## config.mk

```make
export PLATFORM = sky130hd
export DESIGN_NAME = ssw_status_regs
export DESIGN_NICKNAME = d
export VERILOG_FILES = /design/src/design/ssw_pkg.sv /design/src/design/ssw_status_regs.sv
export SDC_FILE = /design/constraint.sdc
export NUM_CORES = 1
export LEC_CHECK = 0
export BUFFER_PORTS_ARGS = -buffer_cell sky130_fd_sc_hd__buf_2
export CAP_MARGIN = 15
export CORE_ASPECT_RATIO = 2
export CORE_MARGIN = 1
export CORE_UTILIZATION = 62
export DETAILED_ROUTE_END_ITERATION = 10
export PLACE_DENSITY = 0.93
export SETUP_SLACK_MARGIN = 0.1
export SLEW_MARGIN = 20
export SYNTH_ARGS = -nofsm -noshare
export SYNTH_HDL_FRONTEND = slang
export SYNTH_SLANG_ARGS = --single-unit
export TNS_END_PERCENT = 100
```

## constraint.sdc

```tcl
create_clock -name CLK_SYS_I -period 6 [get_ports CLK_SYS_I]
set_clock_uncertainty 0.05 [all_clocks]
set_input_delay 0.6 -clock CLK_SYS_I [delete_from_list [all_inputs] [get_ports CLK_SYS_I]]
set_output_delay 0.6 -clock CLK_SYS_I [all_outputs]
set_load 0.02 [all_outputs]
```

## src/design/ssw_pkg.sv

```systemverilog
// Package of offsets, field positions and serial framing constants for the port status bank
package ssw_pkg;

   // Register indices on the serial counter table
   localparam logic [6:0] SSW_OFF_PORT_STATUS_A = 7'h01;
   localparam logic [6:0] SSW_OFF_PORT_STATUS_B = 7'h02;
   localparam logic [6:0] SSW_OFF_CABLE_BREAK   = 7'h03;
   localparam logic [6:0] SSW_OFF_RX_OVF_FLAGS  = 7'h3a;

   // Reset value shared by every word
   localparam logic [31:0] SSW_RESET_WORD = 32'h0000_0000;

   // Port count and per-port field positions
   localparam int SSW_PORTS = 5;
   // Lowest bit of each port nibble: link, then speed, duplex, flow control above it
   localparam int SSW_STAT_POS [SSW_PORTS] = '{0, 8, 16, 24, 28};
   localparam int SSW_SPEED_OFS = 1;
   localparam int SSW_DUPLEX_OFS = 2;
   localparam int SSW_FLOW_OFS = 3;
   // Cable break length field low bit; flag sits two above it
   localparam int SSW_CABLE_POS [SSW_PORTS] = '{0, 6, 12, 18, 21};
   localparam int SSW_CABLE_FLAG_OFS = 2;
   // Receive counter overflow flag positions
   localparam int SSW_PKT_OVF_POS [SSW_PORTS] = '{0, 2, 4, 6, 7};
   localparam int SSW_BYTE_OVF_POS [SSW_PORTS] = '{9, 11, 13, 15, 16};

   // Serial framing
   localparam logic [5:0] SSW_PREAMBLE_MIN = 6'h20;
   localparam logic [1:0] SSW_OP_READ      = 2'h2;
   localparam logic       SSW_TSEL_COUNTER = 1'h1;
   localparam logic [5:0] SSW_OP_BITS      = 6'h02;
   localparam logic [5:0] SSW_ADDR_BITS    = 6'h07;
   localparam logic [5:0] SSW_TA_BITS      = 6'h02;
   localparam logic [5:0] SSW_DATA_BITS    = 6'h20;

   // Serial frame states, Gray coded along the frame
   typedef enum logic [2:0] {
      SSW_ST_PRE   = 3'h0,
      SSW_ST_START = 3'h1,
      SSW_ST_OP    = 3'h3,
      SSW_ST_TSEL  = 3'h2,
      SSW_ST_ADDR  = 3'h6,
      SSW_ST_TA    = 3'h7,
      SSW_ST_DATA  = 3'h5
   } ssw_state_e;

endpackage : ssw_pkg

```

## src/design/ssw_status_regs.sv

```systemverilog
// Port status, cable break and receive overflow registers with serial read port
`timescale 1ns/1ps

module ssw_status_regs (
   input  wire logic        CLK_SYS_I,
   input  wire logic        RST_I,
   input  wire logic [4:0]  LINK_UP_I,
   input  wire logic [4:0]  SPEED_100_I,
   input  wire logic [4:0]  FULL_DUPLEX_I,
   input  wire logic [4:0]  FLOW_CTRL_I,
   input  wire logic [4:0]  CABLE_BROKEN_I,
   input  wire logic [9:0]  CABLE_LEN_I,
   input  wire logic [4:0]  RX_PKT_WRAP_I,
   input  wire logic [4:0]  RX_BYTE_WRAP_I,
   input  wire logic        SER_CLK_I,
   input  wire logic        SER_SEL_I,
   input  wire logic        SER_DATA_I,
   output logic             SER_DATA_O,
   output logic             SER_DATA_OE_O
);

   ////////////////////////////////////////////////////////////////////////////////
   // State record

   typedef struct packed {
      logic                 sclk_prev;
      ssw_pkg::ssw_state_e  state;
      logic [5:0]           cnt;
      logic [1:0]           op;
      logic                 tsel;
      logic [6:0]           addr;
      logic [31:0]          shreg;
      logic                 dout;
      logic                 oe;
      logic [4:0]           pkt_ovf;
      logic [4:0]           byte_ovf;
      logic [31:0]          stat_a;
      logic [31:0]          cable;
   } ssw_regs_s;

   ssw_regs_s r;
   ssw_regs_s next_r;

   localparam ssw_regs_s SSW_REGS_RESET = '{
      sclk_prev: 1'b0,
      state:     ssw_pkg::SSW_ST_PRE,
      cnt:       6'h00,
      op:        2'h0,
      tsel:      1'b0,
      addr:      7'h00,
      shreg:     ssw_pkg::SSW_RESET_WORD,
      dout:      1'b0,
      oe:        1'b0,
      pkt_ovf:   5'h00,
      byte_ovf:  5'h00,
      stat_a:    ssw_pkg::SSW_RESET_WORD,
      cable:     ssw_pkg::SSW_RESET_WORD
   };

   ////////////////////////////////////////////////////////////////////////////////
   // Combinational word views

   logic        sclk_rise;
   logic [31:0] live_stat;
   logic [31:0] live_cable;
   logic [31:0] ovf_word;
   logic [31:0] read_word;
   logic        ovf_read;

   // Serial clock is synchronous to the core clock, so a plain edge compare is safe
   assign sclk_rise = SER_CLK_I & ~r.sclk_prev & ~SER_SEL_I;

   // Per-port field placement; every bit not placed stays zero
   always_comb begin
      live_stat  = ssw_pkg::SSW_RESET_WORD;
      live_cable = ssw_pkg::SSW_RESET_WORD;
      ovf_word   = ssw_pkg::SSW_RESET_WORD;
      for (int p = 0; p < ssw_pkg::SSW_PORTS; p++) begin
         live_stat[ssw_pkg::SSW_STAT_POS[p]] = LINK_UP_I[p];
         live_stat[ssw_pkg::SSW_STAT_POS[p] + ssw_pkg::SSW_SPEED_OFS] =
            SPEED_100_I[p];
         live_stat[ssw_pkg::SSW_STAT_POS[p] + ssw_pkg::SSW_DUPLEX_OFS] =
            FULL_DUPLEX_I[p];
         live_stat[ssw_pkg::SSW_STAT_POS[p] + ssw_pkg::SSW_FLOW_OFS] =
            FLOW_CTRL_I[p];
         live_cable[ssw_pkg::SSW_CABLE_POS[p] +: 2] = CABLE_LEN_I[2*p +: 2];
         live_cable[ssw_pkg::SSW_CABLE_POS[p] + ssw_pkg::SSW_CABLE_FLAG_OFS] =
            CABLE_BROKEN_I[p];
         ovf_word[ssw_pkg::SSW_PKT_OVF_POS[p]]  = r.pkt_ovf[p];
         ovf_word[ssw_pkg::SSW_BYTE_OVF_POS[p]] = r.byte_ovf[p];
      end
   end

   // Read data selection by register index; unlisted indices read zero
   always_comb begin
      unique case (r.addr)
         ssw_pkg::SSW_OFF_PORT_STATUS_A: read_word = r.stat_a;
         ssw_pkg::SSW_OFF_PORT_STATUS_B: read_word = ssw_pkg::SSW_RESET_WORD;
         ssw_pkg::SSW_OFF_CABLE_BREAK:   read_word = r.cable;
         ssw_pkg::SSW_OFF_RX_OVF_FLAGS:  read_word = ovf_word;
         default:                        read_word = ssw_pkg::SSW_RESET_WORD;
      endcase
   end

   ////////////////////////////////////////////////////////////////////////////////
   // Next state

   always_comb begin
      next_r           = r;
      next_r.sclk_prev = SER_CLK_I;
      next_r.stat_a    = live_stat;
      next_r.cable     = live_cable;
      ovf_read         = 1'b0;

      // Serial frame decoder, advanced on each serial clock rising edge
      if (SER_SEL_I) begin
         next_r.state = ssw_pkg::SSW_ST_PRE;
         next_r.cnt   = 6'h00;
         next_r.oe    = 1'b0;
      end else if (sclk_rise) begin
         unique case (r.state)
            ssw_pkg::SSW_ST_PRE: begin
               if (SER_DATA_I) begin
                  if (r.cnt < ssw_pkg::SSW_PREAMBLE_MIN) begin
                     next_r.cnt = r.cnt + 6'h01;
                  end
               end else if (r.cnt == ssw_pkg::SSW_PREAMBLE_MIN) begin
                  next_r.state = ssw_pkg::SSW_ST_START;
                  next_r.cnt   = 6'h00;
               end else begin
                  next_r.cnt = 6'h00;
               end
            end
            ssw_pkg::SSW_ST_START: begin
               next_r.state = SER_DATA_I ? ssw_pkg::SSW_ST_OP : ssw_pkg::SSW_ST_PRE;
            end
            ssw_pkg::SSW_ST_OP: begin
               next_r.op  = {r.op[0], SER_DATA_I};
               next_r.cnt = r.cnt + 6'h01;
               if (r.cnt + 6'h01 == ssw_pkg::SSW_OP_BITS) begin
                  next_r.cnt = 6'h00;
                  // Only the read opcode is honoured
                  next_r.state = ({r.op[0], SER_DATA_I} == ssw_pkg::SSW_OP_READ) ?
                                 ssw_pkg::SSW_ST_TSEL : ssw_pkg::SSW_ST_PRE;
               end
            end
            ssw_pkg::SSW_ST_TSEL: begin
               next_r.tsel  = SER_DATA_I;
               next_r.state = ssw_pkg::SSW_ST_ADDR;
            end
            ssw_pkg::SSW_ST_ADDR: begin
               next_r.addr = {r.addr[5:0], SER_DATA_I};
               next_r.cnt  = r.cnt + 6'h01;
               if (r.cnt + 6'h01 == ssw_pkg::SSW_ADDR_BITS) begin
                  next_r.cnt   = 6'h00;
                  next_r.state = ssw_pkg::SSW_ST_TA;
               end
            end
            ssw_pkg::SSW_ST_TA: begin
               next_r.cnt = r.cnt + 6'h01;
               if (r.cnt == 6'h00) begin
                  // Snapshot the word so it cannot change mid-shift
                  next_r.shreg = read_word;
                  ovf_read = r.tsel == ssw_pkg::SSW_TSEL_COUNTER &&
                             r.addr == ssw_pkg::SSW_OFF_RX_OVF_FLAGS;
               end
               if (r.cnt + 6'h01 == ssw_pkg::SSW_TA_BITS) begin
                  next_r.cnt   = 6'h00;
                  next_r.state = ssw_pkg::SSW_ST_DATA;
                  next_r.oe    = r.tsel == ssw_pkg::SSW_TSEL_COUNTER;
                  next_r.dout  = r.shreg[31];
               end
            end
            ssw_pkg::SSW_ST_DATA: begin
               next_r.shreg = {r.shreg[30:0], 1'b0};
               next_r.dout  = r.shreg[30];
               next_r.cnt   = r.cnt + 6'h01;
               if (r.cnt + 6'h01 == ssw_pkg::SSW_DATA_BITS) begin
                  next_r.cnt   = 6'h00;
                  next_r.oe    = 1'b0;
                  next_r.dout  = 1'b0;
                  next_r.state = ssw_pkg::SSW_ST_PRE;
               end
            end
            default: begin
               next_r.state = ssw_pkg::SSW_ST_PRE;
               next_r.cnt   = 6'h00;
            end
         endcase
      end

      // Data line rests low whenever the output is not enabled (table 0, abort, idle)
      next_r.dout = next_r.dout & next_r.oe;

      // Sticky overflow flags: cleared by the read snapshot, a new wrap wins
      if (ovf_read) begin
         next_r.pkt_ovf  = 5'h00;
         next_r.byte_ovf = 5'h00;
      end
      next_r.pkt_ovf  = next_r.pkt_ovf | RX_PKT_WRAP_I;
      next_r.byte_ovf = next_r.byte_ovf | RX_BYTE_WRAP_I;
   end

   ////////////////////////////////////////////////////////////////////////////////
   // State register

   always_ff @(posedge CLK_SYS_I) begin
      if (RST_I) begin
         r <= SSW_REGS_RESET;
      end else begin
         r <= next_r;
      end
   end

   // Serial outputs straight from flip-flops
   assign SER_DATA_O    = r.dout;
   assign SER_DATA_OE_O = r.oe;

endmodule : ssw_status_regs

```

# Yosys cells after proc, flatten, opt, wreduce, memory -nomap -nowiden
# Cells that the tools add are included.
word_totals:
  memories: 0
  output_inout_bits: 2
  latch_bits: 0
  wordCells: 84
  mem_bits_rw: 0
  rom_bits: 0
  register_bits: 128
  input_bits: 50
op_classes:
  n_lt_le_gt_ge: 1
  eq_ne: 22
  n_shift: 0
  multipliers: 0
  n_div: 0
  n_addsub: 1
  bitwise: 8
  n_mux: 25
  reduce_logical: 12
ops:
  columns: ["op", "count"]
  rows:
  - ["$pmux 32 s3", 1]
  - ["$pmux 34 s2", 1]
  - ["$mux 9", 4]
  - ["$pmux 6 s6", 1]
  - ["$mux 32", 1]
  - ["$pmux 3 s7", 1]
  - ["$ne 2x2->1 const B", 7]
  - ["$eq 6x6->1 const B", 2]
  - ["$mux 6", 2]
  - ["$reduce_and 3->1", 4]
  - ["$mux 10", 1]
  - ["$mux 2", 5]
  - ["$or 5x5->5", 2]
  - ["$eq 3x3->1 const B", 3]
  - ["$eq 7x1->1 const B", 1]
  - ["$eq 7x2->1 const B", 1]
  - ["$eq 7x6->1 const B", 1]
  - ["$reduce_and 7->1", 1]
  - ["$add 6x1->6 const B", 1]
  - ["$eq 3x2->1 const B", 2]
  - ["$eq 6x2->1 const B", 1]
  - ["$eq 6x3->1 const B", 1]
  - ["$logic_not 6->1", 1]
  - ["$lt 6x6->1 const B", 1]
  - ["12 further kinds", 23]

# Longest topological paths before layout
logic_depth:
  word_depth: 8
  mapped_depth: 9
  mapped_depth_nobuf: 8

# Worst setup path before layout
# OpenSTA, ideal clock, no wires.
synth_path:
  path_type: "input-to-reg"
  start: "input port SER_DATA_I"
  end: "register r[122] (netlist bit)"
  t_arrival_ns: 1.993
  path_stages: 6
  setup_slack_ns: 3.887
  required_ns: 5.880
  path_buffers: 1
  setup_time_ns: 0.070
  path_cell_list: "buf_2 > a2111o_1 > a31o_1 > a31o_1 > or3_1 > a21oi_1"
synth_via:
  elab_chain_len: 2
  elab_cells_between_ends: 4
  classes_between: "eq/ne (1); mux (2); reduce/logical (1)"
synth_lines:
  columns: ["item", "line_no", "rtl"]
  rows:
  - ["start: declaration", "ssw_status_regs.sv:17", "input wire logic SER_DATA_I,"]
  - ["$mux 6 / $ne 3x3->1 (equally long branches)", null, null]
  - ["$pmux 6 s6 / $reduce_and 3->1 (equally long branches)", null, null]
  - ["end signal: assignment", "ssw_status_regs.sv:211", "r <= next_r;"]
  - ["end: declaration", "ssw_status_regs.sv:41", "ssw_regs_s r;"]
# Several ways; a longest one is shown, not always the timed one.
# A chain may end at the register's enable or synchronous reset.

# Worst setup path after layout
layout_path:
  start: "register r[118] (netlist bit)"
  end: "register r[87] (netlist bit)"
layout_via:
  elab_chain_len: 3
layout_lines:
  columns: ["item", "line_no", "rtl"]
  rows:
  - ["$logic_not 6->1", "ssw_status_regs.sv:161", "if (r.cnt == 6'h00) begin"]
  - ["$ne 2x2->1 (no source line)", null, null]
  - ["$reduce_and 4->1 (no source line)", null, null]
# No other way between the ends.

==> run_results.csv <==
group,metric,value,unit
floorplanning,die_area,7070,um^2
yosys,synth_cell_types,58,
power,power_density,271,nW/um^2
finish,antenna_cells,0,
global_routing,grt_pass1_wl,16200,um
worst_setup_path,rrSetupSlack,3.08,ns
placed_design,io_buffers,51,
sta,fin_setup_tns,0,ns
global_routing,grt_usage,30.5,%
clocking,clockRootBuffer,"clkbuf_16",
floorplanning,die_h,118,um
worst_setup_path,path_class,"reg2reg",
clocking,clock_latency,0.34,ns
global_routing,met1_usage,30.4,%
detailed_routing,drtPass1Iterations,5,
global_routing,antenna_found_initial,0,
sta,max_freq,343,MHz
sta,min_period,2.92,ns
clocking,cts_max_level,3,
floorplanning,num_rows,41,
yosys,postSynth.asyncResetShare,0,%
finish,layout-drive-gt1-share,17.4,%
clocking,cts_buffers,9,
detailed_routing,drc,0,
worst_setup_path,cp.arrival,3.14,ns
yosys,synth_nets,520,
floorplanning,io_pins,52,
global_routing,grtUsageMet3,5.71,%
floorplanning,coreArea,6410,um^2
finish,post-route-util,73.4,%
yosys,synth.avg_cell_area,8.94,um^2
finish,stdcell_area,4710,um^2
placed_design,gp_congestion,0.897,
clocking,post_cts_resized,0,
power,p_leak,1.75,nW
placed_design,place_area,4420,um^2
global_routing,grt.overflow.total,0,
finish,area_growth,13.0,%
run_status,outcome,"completed",
yosys,synth_flop_cell,"dfxtp_1",
worst_setup_path,r2r-end,"r[87]$_SDFFE_PP0P_",
yosys,synth-edff-count,0,
worst_setup_path,crit_path_end_kind,"register",
sta,fin_crit_sh,48.6,%
clocking,cts_sinks,98,
clocking,clockBufferDepth,2,
worst_setup_path,reg2reg_from,"r[118]$_SDFFE_PP0P_",
sta,slew_headroom,38.0,%
clocking,postCtsSetupBuffers,0,
power,peakVddDrop,0.274,mV
sta,hold_viol,0,
detailed_routing,via_count,3599,
detailed_routing,ant_nets,0,
sta,drv_slew,0,
floorplanning,die_x,60.0,um
yosys,netlist_area,4170,um^2
global_routing,grt_max_degree,90,
sta,worstMarginPinSlew,0.930,ns
worst_setup_path,critPathMaxFanout,29,
detailed_routing,wl,9800,um
global_routing,top_usage_layer,"met2",
detailed_routing,avgRoutedWirePerCell,16.6,um
worst_setup_path,r2r.worst_path.cells,8,
worst_setup_path,worstSetupEndpoint,"r[87]$_SDFFE_PP0P_",
power,power.total,1.28,mW
floorplanning,start_util,65.0,%
yosys,ys_seq_area_share,47.1,%
sta,rsz0062_at_grt,"false",
clocking,holdBufCountCts,0,
detailed_routing,drt-initial-drc-count,231,
yosys,ys_warn_count,0,
run,cap_viol_max_count,0,
finish,nets,555,
worst_setup_path,critPathLaunchType,"register",
worst_setup_path,cp-startpoint,"r[118]$_SDFFE_PP0P_",
global_routing,grt_pass1_vias,3610,
yosys,synthCells,466,
placed_design,hpwl,6780,um
detailed_routing,via_per_inst,6.09,
finish,fillCellCount,487,
global_routing,met2_usage,52.7,%
sta,setup_viol,0,
clocking,cts_tree,"done",
yosys,ys_seq_elements,98,
min_path,hold_path_class,"reg2reg",
worst_setup_path,critPathRequiredTime,6.22,ns
clocking,path_clk_slew,0.06,ns
## how the worst min path moves through the flow
| stage | from | end | slack, ns | cells after the start |
|---|---|---|---|---|
| floorplan | r[81]$_SDFFE_PP0P_ | r[81]$_SDFFE_PP0P_ | 0.38 | 2 |
| global placement | r[81]$_SDFFE_PP0P_ | r[81]$_SDFFE_PP0P_ | 0.39 | 2 |
| detailed placement | r[115]$_SDFFE_PP0P_ | r[115]$_SDFFE_PP0P_ | 0.40 | 2 |
| CTS | r[115]$_SDFFE_PP0P_ | r[115]$_SDFFE_PP0P_ | 0.41 | 2 |
| global route | FULL_DUPLEX_I[4] | r[62]$_SDFF_PP0_ | 0.41 | 2 |
| finish | r[115]$_SDFFE_PP0P_ | r[115]$_SDFFE_PP0P_ | 0.41 | 2 |
## worst max-delay path, stage by stage, from the launching register on
cell and delay [ns]:
dfxtp_1 0.38, inv_1 0.11, ha_1 0.15, nor4b_1 0.57, and2b_1 0.36, o21a_1 0.77, and3_1 0.28, a211oi_1 0.06
nor2_1 0.11
## Yosys cell counts (2+ instances only)
cell       number  share of area (%)
or3_1           2               0.30
o211ai_1        2               0.36
nor2b_1        39                5.9
and3_1          7                1.1
a31oi_1         6               0.90
a21o_1          2               0.36
a211oi_1        9                1.6
nor2_1         63                5.7
nor4_1          3               0.45
a22oi_1         7                1.3
a32o_1          2               0.48
or2_2           2               0.30
nor3_2          3               0.72
nand2_1        28                2.5
ha_1            4                1.2
a21oi_1        25                3.0
a31o_1          2               0.42
nand4_1         3               0.45
o2bb2ai_1       2               0.42
inv_1           6               0.54
nand3_1        15                1.8
o21ai_1         2               0.24
a221oi_1       18                3.8
and2_1          2               0.30
dfxtp_1        98                 47
o21ai_0        13                1.6
mux2i_1        10                2.4
and2b_1         4               0.72
mux2_2          6                1.6
nor3_1         24                2.9
nor3b_1         2               0.36
buf_4           4               0.72
buf_2           6               0.72
o21a_1          3               0.54
clkbuf_1       19                1.7
## logic make-up after synthesis
kind of cell | Yosys count | synth area share (%)
AO/OA/AOI/OAI | 101 | 16.7
AND/OR/NAND/NOR | 207 | 26.4
multiplexers | 16 | 4.03
flip-flops | 98 | 47.1
buffers and inverters | 38 | 4.15
XOR/XNOR | 2 | 0.421
adder cells (fa/ha/maj) | 4 | 1.20
## state kept, by name (all words and copies together), names as in the netlist
register / flops
SER_DATA_OE_O: 1
r: 86
ovf_word: 10
SER_DATA_O: 1
## cells in the final DEF, fill, tap and decap left out, drive strengths merged, types with 9 or more instances in the layout
cell type	synthesis	final
nor2	65	65
dfxtp	98	98
clkbuf	19	12
a221oi	18	18
nand2	28	28
nor3	27	27
a21oi	25	25
o21ai	15	15
mux2i	10	10
buf	12	55
nor2b	39	39
nand3	16	16
a211oi	9	9
## layout make-up
class	count	area, um^2	area share, %
Clock inverter	3	23.8	0.505
Clock buffer	12	267	5.66
Multi-Input combinational cell	330	2030	43.2
Sequential cell	98	1960	41.7
Timing Repair Buffer	55	285	6.06
Tap cell	86	108	2.29
Inverter	7	26.3	0.558
## through the flow
stage	hold WS (ns)	setup WS, ns	cells
final	0.407	3.08	591
after global routing	0.413	2.93	591
after CTS	0.409	3.15	591
after detailed placement	0.400	3.19	576
after global placement	0.393	3.26	576
after floorplan	0.377	3.89	466
## report_power, final
part / total, mW / switching [mW] / internal (mW)
Combinational: 0.0528 / 0.0278 / 0.0250
Sequential: 0.676 / 0.00759 / 0.669
Clock: 0.548 / 0.235 / 0.313
## routing by layer
metal  wire length (um)  part of all wire, %
met5                  0                    0
met4                610                  6.2
met3                342                  3.5
met2               5440                   55
met1               3410                   35
No activity file was read; power rests on OpenSTA's default activity.
